[config.mk]
export PLATFORM = sky130hd
export DESIGN_NAME = scs_selector
export DESIGN_NICKNAME = d
export VERILOG_FILES = /design/src/verilog/scs_sync.v /design/src/verilog/scs_divider.v /design/src/verilog/scs_selector.v
export VERILOG_INCLUDE_DIRS = /design/src /design/src/verilog
export SDC_FILE = /design/constraint.sdc
export NUM_CORES = 1
export LEC_CHECK = 0
export BUFFER_PORTS_ARGS = -buffer_cell sky130_fd_sc_hd__buf_4
export CAP_MARGIN = 20
export CORE_UTILIZATION = 51
export CTS_CLUSTER_SIZE = 16
export DETAILED_ROUTE_END_ITERATION = 6
export GPL_ROUTABILITY_DRIVEN = 0
export PLACE_DENSITY_LB_ADDON = 0.3
export SYNTH_ARGS = -nofsm -noshare
export SYNTH_HDL_FRONTEND = slang
export SYNTH_HIERARCHICAL = 1
export SYNTH_SLANG_ARGS = --single-unit
[constraint.sdc]
create_clock -name core_clk -period 2.3 [get_ports core_clk]
set_clock_uncertainty 0.2 [all_clocks]
set_input_delay 0.345 -clock core_clk [delete_from_list [all_inputs] [get_ports core_clk]]
set_output_delay 0.345 -clock core_clk [all_outputs]
set_load 0.01 [all_outputs]
[src/verilog/scs_consts.vh]
// register offsets, field positions, reset values and timing for the system clock selector
`ifndef SCS_CONSTS_VH
`define SCS_CONSTS_VH

// ****************************************************************
// register byte offsets
// ****************************************************************
`define SCS_ADR_CLK_SELECT      8'h00
`define SCS_ADR_INT_OSC_CTRL    8'h04
`define SCS_ADR_INT_OSC_CAL     8'h08
`define SCS_ADR_LF_OSC_CTRL     8'h0C
`define SCS_ADR_EXT_OSC_CTRL    8'h10
`define SCS_ADR_MULT_LOOP_CTRL  8'h14
`define SCS_ADR_STATUS          8'h18

// ****************************************************************
// source select codes
// ****************************************************************
`define SCS_SRC_INT             2'h0
`define SCS_SRC_EXT             2'h1
`define SCS_SRC_PLL             2'h2
`define SCS_SRC_LFO             2'h3

// ****************************************************************
// field positions
// ****************************************************************
`define SCS_BIT_OSC_EN          7
`define SCS_BIT_OSC_RDY         6
`define SCS_BIT_SUSPEND         5
`define SCS_BIT_LOOP_PWR        7
`define SCS_BIT_LOOP_EN         6
`define SCS_BIT_LOOP_LOCK       5
`define SCS_BIT_MISS_EN         0
`define SCS_BIT_MISS_FLAG       1
`define SCS_BIT_SUSP_STAT       2
`define SCS_BIT_SWITCHING       3

// ****************************************************************
// reset values
// ****************************************************************
`define SCS_RST_CLK_SELECT      2'h3
`define SCS_RST_LF_OSC_CTRL     8'hC3
`define SCS_RST_FACTORY_CAL     7'h40

// ****************************************************************
// timing
// ****************************************************************
`define SCS_CLK_MHZ             100
`define SCS_MISS_TIME_US        100
`define SCS_MISS_CYCLES         (`SCS_MISS_TIME_US * `SCS_CLK_MHZ)

`endif

[src/verilog/scs_sync.v]
// two-flop synchroniser for a vector of asynchronous levels
`timescale 1ns/1ps
module scs_sync #(
    parameter WIDTH = 1
) (
    // clock and reset
    input  wire             core_clk,
    input  wire             arst_n,
    // levels
    input  wire [WIDTH-1:0] asyncIn,
    output reg  [WIDTH-1:0] syncOut
);
    reg [WIDTH-1:0] meta_q;

    always @(posedge core_clk or negedge arst_n) begin
        if (!arst_n) begin
            meta_q  <= {WIDTH{1'b0}};
            syncOut <= {WIDTH{1'b0}};
        end else begin
            meta_q  <= asyncIn;
            syncOut <= meta_q;
        end
    end
endmodule // scs_sync

[src/verilog/scs_divider.v]
// power-of-two divider for a synchronised clock level
`timescale 1ns/1ps
module scs_divider #(
    parameter CODE_BITS = 3
) (
    // clock and reset
    input  wire                 core_clk,
    input  wire                 arst_n,
    // source and setting
    input  wire                 srcLvl,
    input  wire [CODE_BITS-1:0] code,
    // result
    output reg                  divLvl,
    output reg                  edgeSeen
);
    localparam CNT_W = (1 << CODE_BITS) - 1;

    reg             prev_q;
    reg [CNT_W-1:0] cnt_q;
    wire            rise = srcLvl & ~prev_q;
    reg [CODE_BITS-1:0] code_q;
    wire            cur  = ~|code_q ? srcLvl : cnt_q[code_q - 1'b1];
    wire            nxt  = ~|code ? srcLvl : cnt_q[code - 1'b1];

    always @(posedge core_clk or negedge arst_n) begin
        if (!arst_n) begin
            prev_q   <= 1'b0;
            cnt_q    <= {CNT_W{1'b0}};
            code_q   <= {CODE_BITS{1'b0}};
            divLvl   <= 1'b0;
            edgeSeen <= 1'b0;
        end else begin
            prev_q   <= srcLvl;
            edgeSeen <= rise;
            if (rise) begin
                cnt_q <= cnt_q + 1'b1;
            end
            // bit k of the edge count toggles every 2^k source periods
            divLvl <= cur;
            // a new code waits until both outputs are low
            if (!cur && !nxt) begin
                code_q <= code;
            end
        end
    end
endmodule // scs_divider

[src/verilog/scs_selector.v]
// system clock selector: source choice, dividers, suspend/wake and register file
// Operation
// - two-bit select: 00 internal, 01 external, 11 low-freq, 10 multiplier loop.
// - internal oscillator divider code 000 divides by 1, up to 128 at 111.
// - external clock divider code 000 passes clock, up to divide-by-128 at 111.
// - low-freq divider: 00 by 8, 01 by 4, 10 by 2, 11 by 1.
// - loop selection gives about 50 MHz; loop runs even when unselected.
// - source may change while running; firmware picks only settled sources.
// - missing selected clock with detection enabled raises a reset.
// - after any reset the system runs from the low-frequency oscillator.
// - low-freq oscillator has firmware enable bit and four-bit fine tune.
// - internal oscillator starts at factory calibration; writes replace it.
// - internal oscillator enable starts it; selectable at once, no wait.
// - suspend stops internal oscillator; its system clock stays stopped.
// - wake on enabled comparator 0 low or receive line falling edge.
// - on wake the core and stopped peripherals resume.
// - external clock stays available to timers and counter array.
// - loop enabled only when both power and enable bits are set.
// - loop multiplies by eight; system path divided to at most 50 MHz.
`timescale 1ns/1ps
`include "scs_consts.vh"
module scs_selector #(
    parameter MISS_CYCLES = `SCS_MISS_CYCLES,
    parameter [6:0] FACTORY_CAL = `SCS_RST_FACTORY_CAL
) (
    // clock and reset
    input  wire        core_clk,
    input  wire        arst_n,
    // wishbone slave
    input  wire        wb_cyc_i,
    input  wire        wb_stb_i,
    input  wire        wb_we_i,
    input  wire [7:0]  wb_adr_i,
    input  wire [3:0]  wb_sel_i,
    input  wire [31:0] wb_dat_i,
    output reg  [31:0] wb_dat_o,
    output reg         wb_ack_o,
    // oscillator and loop clocks, asynchronous
    input  wire        intOscClk,
    input  wire        extClk,
    input  wire        lowFreqOscClk,
    input  wire        loopDivClk,
    // oscillator status, asynchronous
    input  wire        intOscReady,
    input  wire        lowFreqOscReady,
    input  wire        loopLocked,
    // wake sources
    input  wire        cmp0Enable,
    input  wire        cmp0Out,
    input  wire        uartRx,
    // oscillator controls
    output reg         intOscRun,
    output reg  [6:0]  intOscTrim,
    output reg         lowFreqOscRun,
    output reg  [3:0]  lowFreqOscTrim,
    output reg         loopPowerOn,
    output reg         loopRun,
    // clocks and missing-clock reset out
    output reg         systemClock,
    output reg         extPeriphClock,
    output reg         missingClockReset
);
    // ****************************************************************
    // switch states
    // ****************************************************************
    localparam [1:0] ST_RUN   = 2'b00;
    localparam [1:0] ST_PARK  = 2'b01;
    localparam [1:0] ST_ARM   = 2'b10;
    localparam [1:0] ST_SLEEP = 2'b11;
    localparam       MISS_W   = 24;

    // ****************************************************************
    // registers
    // ****************************************************************
    reg  [1:0]  clkSelect_q;
    reg         intOscEnable_q;
    reg         suspend_q;
    reg  [2:0]  intOscDivider_q;
    reg  [6:0]  intOscCal_q;
    reg         lowFreqOscEnable_q;
    reg  [3:0]  lowFreqOscFineTune_q;
    reg  [1:0]  lowFreqOscDivider_q;
    reg  [2:0]  extClockDivider_q;
    reg         loopPowerEnable_q;
    reg         loopEnable_q;
    reg         missEnable_q;
    reg         missFlag_q;
    reg  [1:0]  activeSrc_q;
    reg  [1:0]  state_q;
    reg  [1:0]  state_d;
    reg  [MISS_W-1:0] missCnt_q;
    reg         rxPrev_q;

    // ****************************************************************
    // synchronised pin levels
    // ****************************************************************
    wire [8:0]  pinSync;
    wire        intLvl   = pinSync[0];
    wire        extLvl   = pinSync[1];
    wire        lfoLvl   = pinSync[2];
    wire        loopLvl  = pinSync[3];
    wire        intRdy   = pinSync[4];
    wire        lfoRdy   = pinSync[5];
    wire        loopLck  = pinSync[6];
    wire        cmpLvl   = pinSync[7];
    wire        rxLvl    = pinSync[8];

    scs_sync #(
        .WIDTH(9)
    ) u_sync (
        .core_clk (core_clk),
        .arst_n   (arst_n),
        .asyncIn  ({uartRx, cmp0Out, loopLocked, lowFreqOscReady,
                    intOscReady, loopDivClk, lowFreqOscClk, extClk, intOscClk}),
        .syncOut  (pinSync)
    );

    // ****************************************************************
    // dividers
    // ****************************************************************
    wire        intDiv;
    wire        extDiv;
    wire        lfoDiv;
    wire        intEdge;
    wire        extEdge;
    wire        lfoEdge;

    scs_divider #(
        .CODE_BITS(3)
    ) u_int_div (
        .core_clk (core_clk),
        .arst_n   (arst_n),
        .srcLvl   (intLvl),
        .code     (intOscDivider_q),
        .divLvl   (intDiv),
        .edgeSeen (intEdge)
    );

    scs_divider #(
        .CODE_BITS(3)
    ) u_ext_div (
        .core_clk (core_clk),
        .arst_n   (arst_n),
        .srcLvl   (extLvl),
        .code     (extClockDivider_q),
        .divLvl   (extDiv),
        .edgeSeen (extEdge)
    );

    // low-freq codes run the other way: 00 is the deepest division
    scs_divider #(
        .CODE_BITS(3)
    ) u_lfo_div (
        .core_clk (core_clk),
        .arst_n   (arst_n),
        .srcLvl   (lfoLvl),
        .code     ({1'b0, ~lowFreqOscDivider_q}),
        .divLvl   (lfoDiv),
        .edgeSeen (lfoEdge)
    );

    // loop path arrives already divided from the eight-times multiplier
    reg  loopPrev_q;
    wire loopEdge = loopLvl & ~loopPrev_q;

    // ****************************************************************
    // source multiplexing
    // ****************************************************************
    function srcLevel;
        input [1:0] sel;
        input       i;
        input       e;
        input       p;
        input       l;
        begin
            case (sel)
                `SCS_SRC_INT: srcLevel = i;
                `SCS_SRC_EXT: srcLevel = e;
                `SCS_SRC_PLL: srcLevel = p;
                default:      srcLevel = l;
            endcase
        end
    endfunction

    wire curLvl  = srcLevel(activeSrc_q, intDiv, extDiv, loopLvl, lfoDiv);
    wire newLvl  = srcLevel(clkSelect_q, intDiv, extDiv, loopLvl, lfoDiv);
    wire curEdge = srcLevel(activeSrc_q, intEdge, extEdge, loopEdge, lfoEdge);

    // ****************************************************************
    // suspend and wake
    // ****************************************************************
    wire rxFall  = rxPrev_q & ~rxLvl;
    wire wake    = (cmp0Enable & ~cmpLvl) | rxFall;
    wire intSlept = suspend_q && (activeSrc_q == `SCS_SRC_INT);

    // ****************************************************************
    // register bus
    // ****************************************************************
    wire busReq = wb_cyc_i & wb_stb_i & ~wb_ack_o;
    wire wrLow  = busReq & wb_we_i & wb_sel_i[0];
    wire [7:0] wd = wb_dat_i[7:0];

    reg [7:0] rdData;
    always @* begin
        rdData = 8'h00;
        case (wb_adr_i)
            `SCS_ADR_CLK_SELECT:     rdData = {6'h00, clkSelect_q};
            `SCS_ADR_INT_OSC_CTRL:   rdData = {intOscEnable_q, intRdy, suspend_q,
                                               2'b00, intOscDivider_q};
            `SCS_ADR_INT_OSC_CAL:    rdData = {1'b0, intOscCal_q};
            `SCS_ADR_LF_OSC_CTRL:    rdData = {lowFreqOscEnable_q, lfoRdy,
                                               lowFreqOscFineTune_q, lowFreqOscDivider_q};
            `SCS_ADR_EXT_OSC_CTRL:   rdData = {5'h00, extClockDivider_q};
            `SCS_ADR_MULT_LOOP_CTRL: rdData = {loopPowerEnable_q, loopEnable_q,
                                               loopLck, 5'h00};
            `SCS_ADR_STATUS:         rdData = {2'b00, activeSrc_q,
                                               (state_q == ST_PARK || state_q == ST_ARM),
                                               intSlept, missFlag_q, missEnable_q};
            default:                 rdData = 8'h00;
        endcase
    end

    always @(posedge core_clk or negedge arst_n) begin
        if (!arst_n) begin
            wb_ack_o <= 1'b0;
            wb_dat_o <= 32'h0000_0000;
        end else begin
            wb_ack_o <= busReq;
            if (busReq && !wb_we_i) begin
                wb_dat_o <= {24'h00_0000, rdData};
            end
        end
    end

    // ****************************************************************
    // control registers
    // ****************************************************************
    always @(posedge core_clk or negedge arst_n) begin
        if (!arst_n) begin
            clkSelect_q          <= `SCS_RST_CLK_SELECT;
            intOscEnable_q       <= 1'b0;
            suspend_q            <= 1'b0;
            intOscDivider_q      <= 3'h0;
            intOscCal_q          <= FACTORY_CAL;
            lowFreqOscEnable_q   <= 1'b1;
            lowFreqOscFineTune_q <= 4'h0;
            lowFreqOscDivider_q  <= 2'h3;
            extClockDivider_q    <= 3'h0;
            loopPowerEnable_q    <= 1'b0;
            loopEnable_q         <= 1'b0;
            missEnable_q         <= 1'b0;
        end else begin
            // firmware is trusted to pick only enabled, settled sources
            if (wrLow && wb_adr_i == `SCS_ADR_CLK_SELECT) begin
                clkSelect_q <= wd[1:0];
            end
            if (wrLow && wb_adr_i == `SCS_ADR_INT_OSC_CTRL) begin
                intOscEnable_q  <= wd[`SCS_BIT_OSC_EN];
                intOscDivider_q <= wd[2:0];
            end
            // a suspend write in the same cycle as a wake wins
            if (wrLow && wb_adr_i == `SCS_ADR_INT_OSC_CTRL && wd[`SCS_BIT_SUSPEND]) begin
                suspend_q <= 1'b1;
            end else if (wrLow && wb_adr_i == `SCS_ADR_INT_OSC_CTRL) begin
                suspend_q <= 1'b0;
            end else if (suspend_q && wake) begin
                suspend_q <= 1'b0;
            end
            if (wrLow && wb_adr_i == `SCS_ADR_INT_OSC_CAL) begin
                intOscCal_q <= wd[6:0];
            end
            if (wrLow && wb_adr_i == `SCS_ADR_LF_OSC_CTRL) begin
                lowFreqOscEnable_q   <= wd[`SCS_BIT_OSC_EN];
                lowFreqOscFineTune_q <= wd[5:2];
                lowFreqOscDivider_q  <= wd[1:0];
            end
            if (wrLow && wb_adr_i == `SCS_ADR_EXT_OSC_CTRL) begin
                extClockDivider_q <= wd[2:0];
            end
            if (wrLow && wb_adr_i == `SCS_ADR_MULT_LOOP_CTRL) begin
                loopPowerEnable_q <= wd[`SCS_BIT_LOOP_PWR];
                loopEnable_q      <= wd[`SCS_BIT_LOOP_EN];
            end
            if (wrLow && wb_adr_i == `SCS_ADR_STATUS) begin
                missEnable_q <= wd[`SCS_BIT_MISS_EN];
            end
        end
    end

    // ****************************************************************
    // glitch-free switch
    // ****************************************************************
    always @* begin
        state_d = state_q;
        case (state_q)
            ST_RUN: begin
                if (intSlept) begin
                    state_d = curLvl ? ST_RUN : ST_SLEEP;
                end else if (clkSelect_q != activeSrc_q) begin
                    state_d = ST_PARK;
                end
            end
            // wait for the old clock's low phase, then hold low
            ST_PARK:  state_d = curLvl ? ST_PARK : ST_ARM;
            // release only while the new clock is low, so no short high
            ST_ARM:   state_d = newLvl ? ST_ARM : ST_RUN;
            ST_SLEEP: state_d = (suspend_q || curLvl) ? ST_SLEEP : ST_RUN;
            default:  state_d = ST_RUN;
        endcase
    end

    always @(posedge core_clk or negedge arst_n) begin
        if (!arst_n) begin
            state_q     <= ST_RUN;
            activeSrc_q <= `SCS_RST_CLK_SELECT;
            systemClock <= 1'b0;
            loopPrev_q  <= 1'b0;
            rxPrev_q    <= 1'b0;
        end else begin
            state_q    <= state_d;
            loopPrev_q <= loopLvl;
            rxPrev_q   <= rxLvl;
            if (state_q == ST_ARM && !newLvl) begin
                activeSrc_q <= clkSelect_q;
            end
            // a high phase always finishes before the clock is held low
            systemClock <= (state_q == ST_RUN || state_q == ST_PARK) && curLvl;
        end
    end

    // ****************************************************************
    // missing clock detector
    // ****************************************************************
    // counts core cycles with no edge from the running source; the
    // limitation is that sources must stay below half the core rate
    always @(posedge core_clk or negedge arst_n) begin
        if (!arst_n) begin
            missCnt_q         <= {MISS_W{1'b0}};
            missFlag_q        <= 1'b0;
            missingClockReset <= 1'b0;
        end else begin
            if (curEdge || !missEnable_q || intSlept || state_q != ST_RUN) begin
                missCnt_q <= {MISS_W{1'b0}};
            end else if (missCnt_q != MISS_CYCLES[MISS_W-1:0]) begin
                missCnt_q <= missCnt_q + 1'b1;
            end
            missingClockReset <= missEnable_q && (state_q == ST_RUN) &&
                                 (missCnt_q == MISS_CYCLES[MISS_W-1:0]);
            if (missingClockReset) begin
                missFlag_q <= 1'b1;
            end
        end
    end

    // ****************************************************************
    // oscillator and loop controls
    // ****************************************************************
    always @(posedge core_clk or negedge arst_n) begin
        if (!arst_n) begin
            intOscRun      <= 1'b0;
            intOscTrim     <= FACTORY_CAL;
            lowFreqOscRun  <= 1'b1;
            lowFreqOscTrim <= 4'h0;
            loopPowerOn    <= 1'b0;
            loopRun        <= 1'b0;
            extPeriphClock <= 1'b0;
        end else begin
            // no settle wait: the oscillator runs as soon as enabled
            intOscRun      <= intOscEnable_q & ~suspend_q;
            intOscTrim     <= intOscCal_q;
            lowFreqOscRun  <= lowFreqOscEnable_q;
            lowFreqOscTrim <= lowFreqOscFineTune_q;
            loopPowerOn    <= loopPowerEnable_q;
            // loop kept running whatever the system source is
            loopRun        <= loopPowerEnable_q & loopEnable_q;
            extPeriphClock <= extLvl;
        end
    end
endmodule // scs_selector

Word-level counts from Yosys, hierarchy flattened --
Cells that the tools add are included.
Word-level totals: latch bits 0, memories kept 0, ROM bits 0, bits of input ports 59, memory bits (writable) 0, logic and storage cells 180, output and inout port bits 51, bits in registers 140
Operators by class: divide/modulo/power cells 0, multiply operators 0, add/sub/neg operators 10, eq/ne operators 17, reduce and logical (&&, ||, !) cells 46, magnitude comparators 6, bitwise operators 22, multiplexer cells 34, shifts and indexed selects 0
Operator list (number):
- $pmux 8 s7 | 1
- $mux 24 | 2
- $add 24x1->24 const B | 1
- $eq 24x14->1 const B | 1
- $eq 8x5->1 const B | 3
- $lt 3x4->1 const B | 6
- $ne 24x14->1 const B | 1
- $add 7x1->7 const B | 3
- $bmux 1 s3 | 6
- $logic_and 1x1->1 | 18
- $eq 8x4->1 const B | 2
- $mux 1 | 15
- $and 1x1->1 | 12
- $mux 2 | 6
- $reduce_or 3->1 | 4
- $sub 3x1->3 const B | 4
- $logic_not 1->1 | 9
- $pmux 1 s3 | 3
- $eq 2x2->1 const B | 4
- $eq 8x3->1 const B | 1
- $logic_not 8->1 | 1
- $not 1->1 | 8
- $pmux 2 s4 | 1
- $eq 2x1->1 const B | 3
- 10 further kinds | 20

Longest topological paths before layout --
word-level depth 7, depth in mapped cells 8, gate-level depth less buffers 8

Modules after synthesis --
Netlist, hierarchy kept.
Modules (own cells, without submodules):
- scs_selector | seq. area each 2139.6 µm², cells each 375, instances 1, area an instance 4252.8 µm²
- scs_divider | seq. area each 325.3 µm², cells each 59, instances 3, area an instance 726.9 µm²
- scs_sync | seq. area each 450.4 µm², cells each 18, instances 1, area an instance 450.4 µm²

Worst setup path before layout --
No wires, ideal clock.
path type in2reg, from input port wb_adr_i[0], to register intOscDivider_q[0], slack -75 ps, library setup time 125 ps, cell stages on the path 4, data required time 1975 ps, buffers on the path 0, arrival time 2051 ps, path through or4_4 > or4_4 > nor3b_4 > mux2_2
Between the ends: longest elaborated chain between the ends 2
RTL lines:
- start, declared | line scs_selector.v:33 | input wire [7:0] wb_adr_i,
- $eq 8x3->1
- $logic_and 1x1->1 (no line)
- end signal, assigned | line scs_selector.v:259 | intOscDivider_q <= wd[2:0];
- end, declared | line scs_selector.v:78 | reg [2:0] intOscDivider_q;
No other way between the ends. A chain may end at the register's enable or synchronous reset.

==> results summary <==
The flow ran to the end, and the final reports show no timing, DRC or antenna violations. The final max-slew violation count came to 0. The H-tree was split into 4 levels.

In the post-synthesis netlist, the biggest area contributors are dfrtp_1 48%, mux2_2 6.4%, dfstp_2 3.8%. The switching power share of the total is 27.2%. The number of instances in the synthesized netlist came out at 570. In this run the power spent charging and discharging nets is 1.77 mW. Setup repair after global routing could not meet its margin everywhere. The routing usage on met1 came out at 27.8%. TritonCTS created 17 clock buffers. The residual antenna-violating net count after detailed routing came out at 0.

The count of boundary I/O pins is 110. The internal portion of the total power is 4.76 mW. The mean area per synthesized cell is 12.1 um^2.

The top flip-flop cell by instance count after synthesis is dfrtp_1. The worst path arrival time came out at 2.41 ns. During synthesis, Yosys emitted a total of 6 warnings. The largest net degree at the start of global routing is 60. The global routing met2 resource utilization is 36.5%. The analysis attributes to cell leakage a power of 3.89 nW. The row count came out at 42. The wire length of the first global-routing pass came out at 24000 um. Setup violations remaining at the end of the flow were counted as 0.

The biggest area contributor in the post-synthesis netlist is dfrtp_1. The number of different library cells in the post-synthesis netlist is 64. The share of the synthesized area in the top cell type is 48.0%. The share of flip-flops with an asynchronous set or reset after synthesis came out at 100%. The number of synthesized register bits is 142. The sequential cell fraction of total power came out at 45.6%. The maximum ir drop on the vdd rail is 0.666 mV.

Combinational cells account for 14.8% of the total power. Prior to clock tree synthesis, the placed netlist has a worst setup slack of -0.281 ns. The final cycle utilization of the critical path came out at 100%.

The slew at the pin closest to its max-slew limit is 0.543 ns. Timing would allow up to 435 MHz. The detailed-route wire length per cell came out at 16.2 um. The number of global-route vias before repair came to 4902. The areal power density over the cells is 757 nW/um^2.

The deepest clock path buffer count came out at 2. The remaining design rule violation count is 0. STA classifies the critical path endpoint as a flip-flop. The fraction of layout instances using a drive strength above 1 is 33.6%. The total global routing overflow is 0. The count of port buffers added during placement came out at 58. The shortest period the worst path allows came out at 2.30 ns. The total vias in the final route came out at 4781. The width of the chip came out at 118 um.

The post-detailed-routing wire length is 14300 um. The share of the yosys chip area belonging to registers is 51.8%. After clock tree synthesis, the clock-pin slew on the worst setup and hold paths is 0.06 ns. The worst setup path is launched from a flip-flop. The max-slew headroom at the worst pin is 63.8%. The required time at the endpoint of the critical path came out at 2.41 ns. The core region is 13200 um^2. The wire-length estimate of the detail-placed layout is 9700 um. The max-capacitance violation count came out at 0.

The total routing usage reported by global routing is 22.0%. The DRC violation total after the first TritonRoute iteration is 261. Compared with the post-synthesis result, the final layout area differs by 25.3%. The die covers 14000 um^2. The total iterations of the first detailed-routing run is 4. The overall power is 6.53 mW.

In this run the worst path has a maximum fanout of 3. The met3 layer usage reported by global route is 5.26%. The tightest min-delay check is of the in2reg type. The later pin in the worst-skew pair is clocked with a latency of 0.43 ns. Setup slack on the critical path of the routed design comes to 0.000702 ns.

The vertical extent of the die came out at 118 um. Cells fill 65.4% of the core in the end. The summed instance area of the synthesized netlist is 6880 um^2. The starting density of the core is 52.2%. The net count of the finished layout is 772. The number of flops mapped to enable cells by yosys is 0. The sink count of the clock tree came out at 142. The share of total power in the clock network came out at 39.6%.

In this run the clock root is driven by a clkbuf_16. In this run the most used layer during global routing was met2. After detailed routing, the number of vias per cell comes to 5.43.

The number of hold-slack violations in the final timing report is 0. 0 antenna diodes ended up in the layout. The TritonCTS clock tree is yes. The number of antenna violations at the first check in global routing was 0. The critical path class is reg2reg.
[Yosys cell counts (7+ instances only)]
cell type	n
dfrtp_1	132
mux2_2	39
inv_1	30
nand2_1	25
buf_4	24
xor2_1	22
ha_1	21
nor2_1	20
a21oi_1	19
clkbuf_1	18
mux2i_1	17
nand3_1	17
xnor2_1	14
o21ai_0	13
and4_1	12
nor2b_1	11
dfstp_2	10
mux4_2	10
nand4_1	9
nor4_1	7
or4_1	7
[stage by stage]
step | hold slack (ns) | instance area [um^2] | TNS (ns) | std cells
CTS | 0.00403 | 8480 | -0.0323 | 873
finish | 0.0196 | 8620 | 0 | 881
floorplan | -0.151 | 7030 | -0.554 | 597
detailed placement | 0.136 | 7720 | -5.54 | 823
global placement | 0.133 | 7720 | -4.15 | 823
global route | 0.0149 | 8620 | -0.204 | 881
[layout make-up]
type	instances	area [um^2]
multi-input cells	381	3200
fillers	989	4570
inverters	30	113
clock buffers	19	443
flip-flops and latches	142	3570
clock inverters	13	118
well taps	176	220
repair buffers	120	963
[routing by layer]
layer | part of all wire [%] | up-vias
met5 | 0 | -
met4 | 1.6 | 0
met3 | 3.9 | 23
met2 | 51 | 104
met1 | 43 | 2405
li1 | - | 2249
[critical path: stages, from the launching register on]
cell and delay, ns:
dfstp_2 0.55, inv_2 0.04, inv_2 0.07, ha_4 0.15
mux4_2 0.50, a221oi_2 0.25, o21bai_2 0.11, mux2_4 0.31
[registers in the layout, indices dropped and copies added (netlist names), 7 cells and up]
register / cells
missCnt_q: 24
u_ext_div/cnt_q: 7
intOscTrim: 7
intOscCal_q: 7
u_sync/syncOut: 9
u_int_div/cnt_q: 7
u_lfo_div/cnt_q: 7
u_sync/meta_q: 9
wb_dat_o: 8
[layout by cell type (no fill, tap or decap), types with 17 or more instances in the layout]
cell type / n
dfrtp_1: 132
nand2_1: 25
buf_4: 100
dlygate4sd3_1: 17
nor2_1: 20
mux2i_1: 17
xor2_1: 20
conb_1: 28
a21oi_1: 19
mux2_2: 37
inv_1: 19
clkbuf_16: 17
nand3_1: 17
[cell families (layout without fill, tap and decap cells)]
logic type / after synthesis / after routing / share of synthesized area, %
and+or+nand+nor: 156 / 156 / 14.0
DFF: 142 / 142 / 51.8
buffers and inverters: 74 / 182 / 5.34
AOI/OAI and AO/OA: 71 / 71 / 7.65
muxes: 69 / 69 / 12.8
xor gates and xnor gates: 36 / 36 / 4.58
adders and majority gates: 21 / 21 / 3.82
other: 1 / 28 / 0.0545
[power by group through the flow]
stage / clock (mW) / sequential (mW) / combinational [mW]
after global routing: 2.74 / 3.01 / 1.08
after detailed placement: 0 / 3.01 / 0.897
after CTS: 2.63 / 2.97 / 0.934
after global placement: 0 / 3.00 / 0.862
final: 2.58 / 2.98 / 0.970
after floorplan: 0 / 2.95 / 0.656
[repair_timing]
| item | 4_1_cts | 5_1_grt |
|---|---|---|
| gates resized for setup | 5 | 18 |
| pin swaps | 5 | 10 |
| hold buffers | 17 | 0 |
| hold endpoints to repair | 71 | 0 |
| setup buffers | 1 | 8 |
| endpoints found under the setup margin | 4 | 9 |
[final timing paths]
kind,startpoint,to,slack (ns),cells past startpoint
max in group asynchronous,arst_n,intOscTrim[6],0.94,3
min in group asynchronous,arst_n,extPeriphClock,0.29,2
max reg2reg,lowFreqOscDivider_q[0],u_lfo_div/code_q[2],0.0007,7
max,lowFreqOscDivider_q[0],u_lfo_div/code_q[2],0.0007,7
min reg2reg,u_sync/meta_q[8],u_sync/syncOut[8],0.15,0
min,wb_dat_i[0],extClockDivider_q[0],0.02,2
No activity file was read; power rests on OpenSTA's default activity.
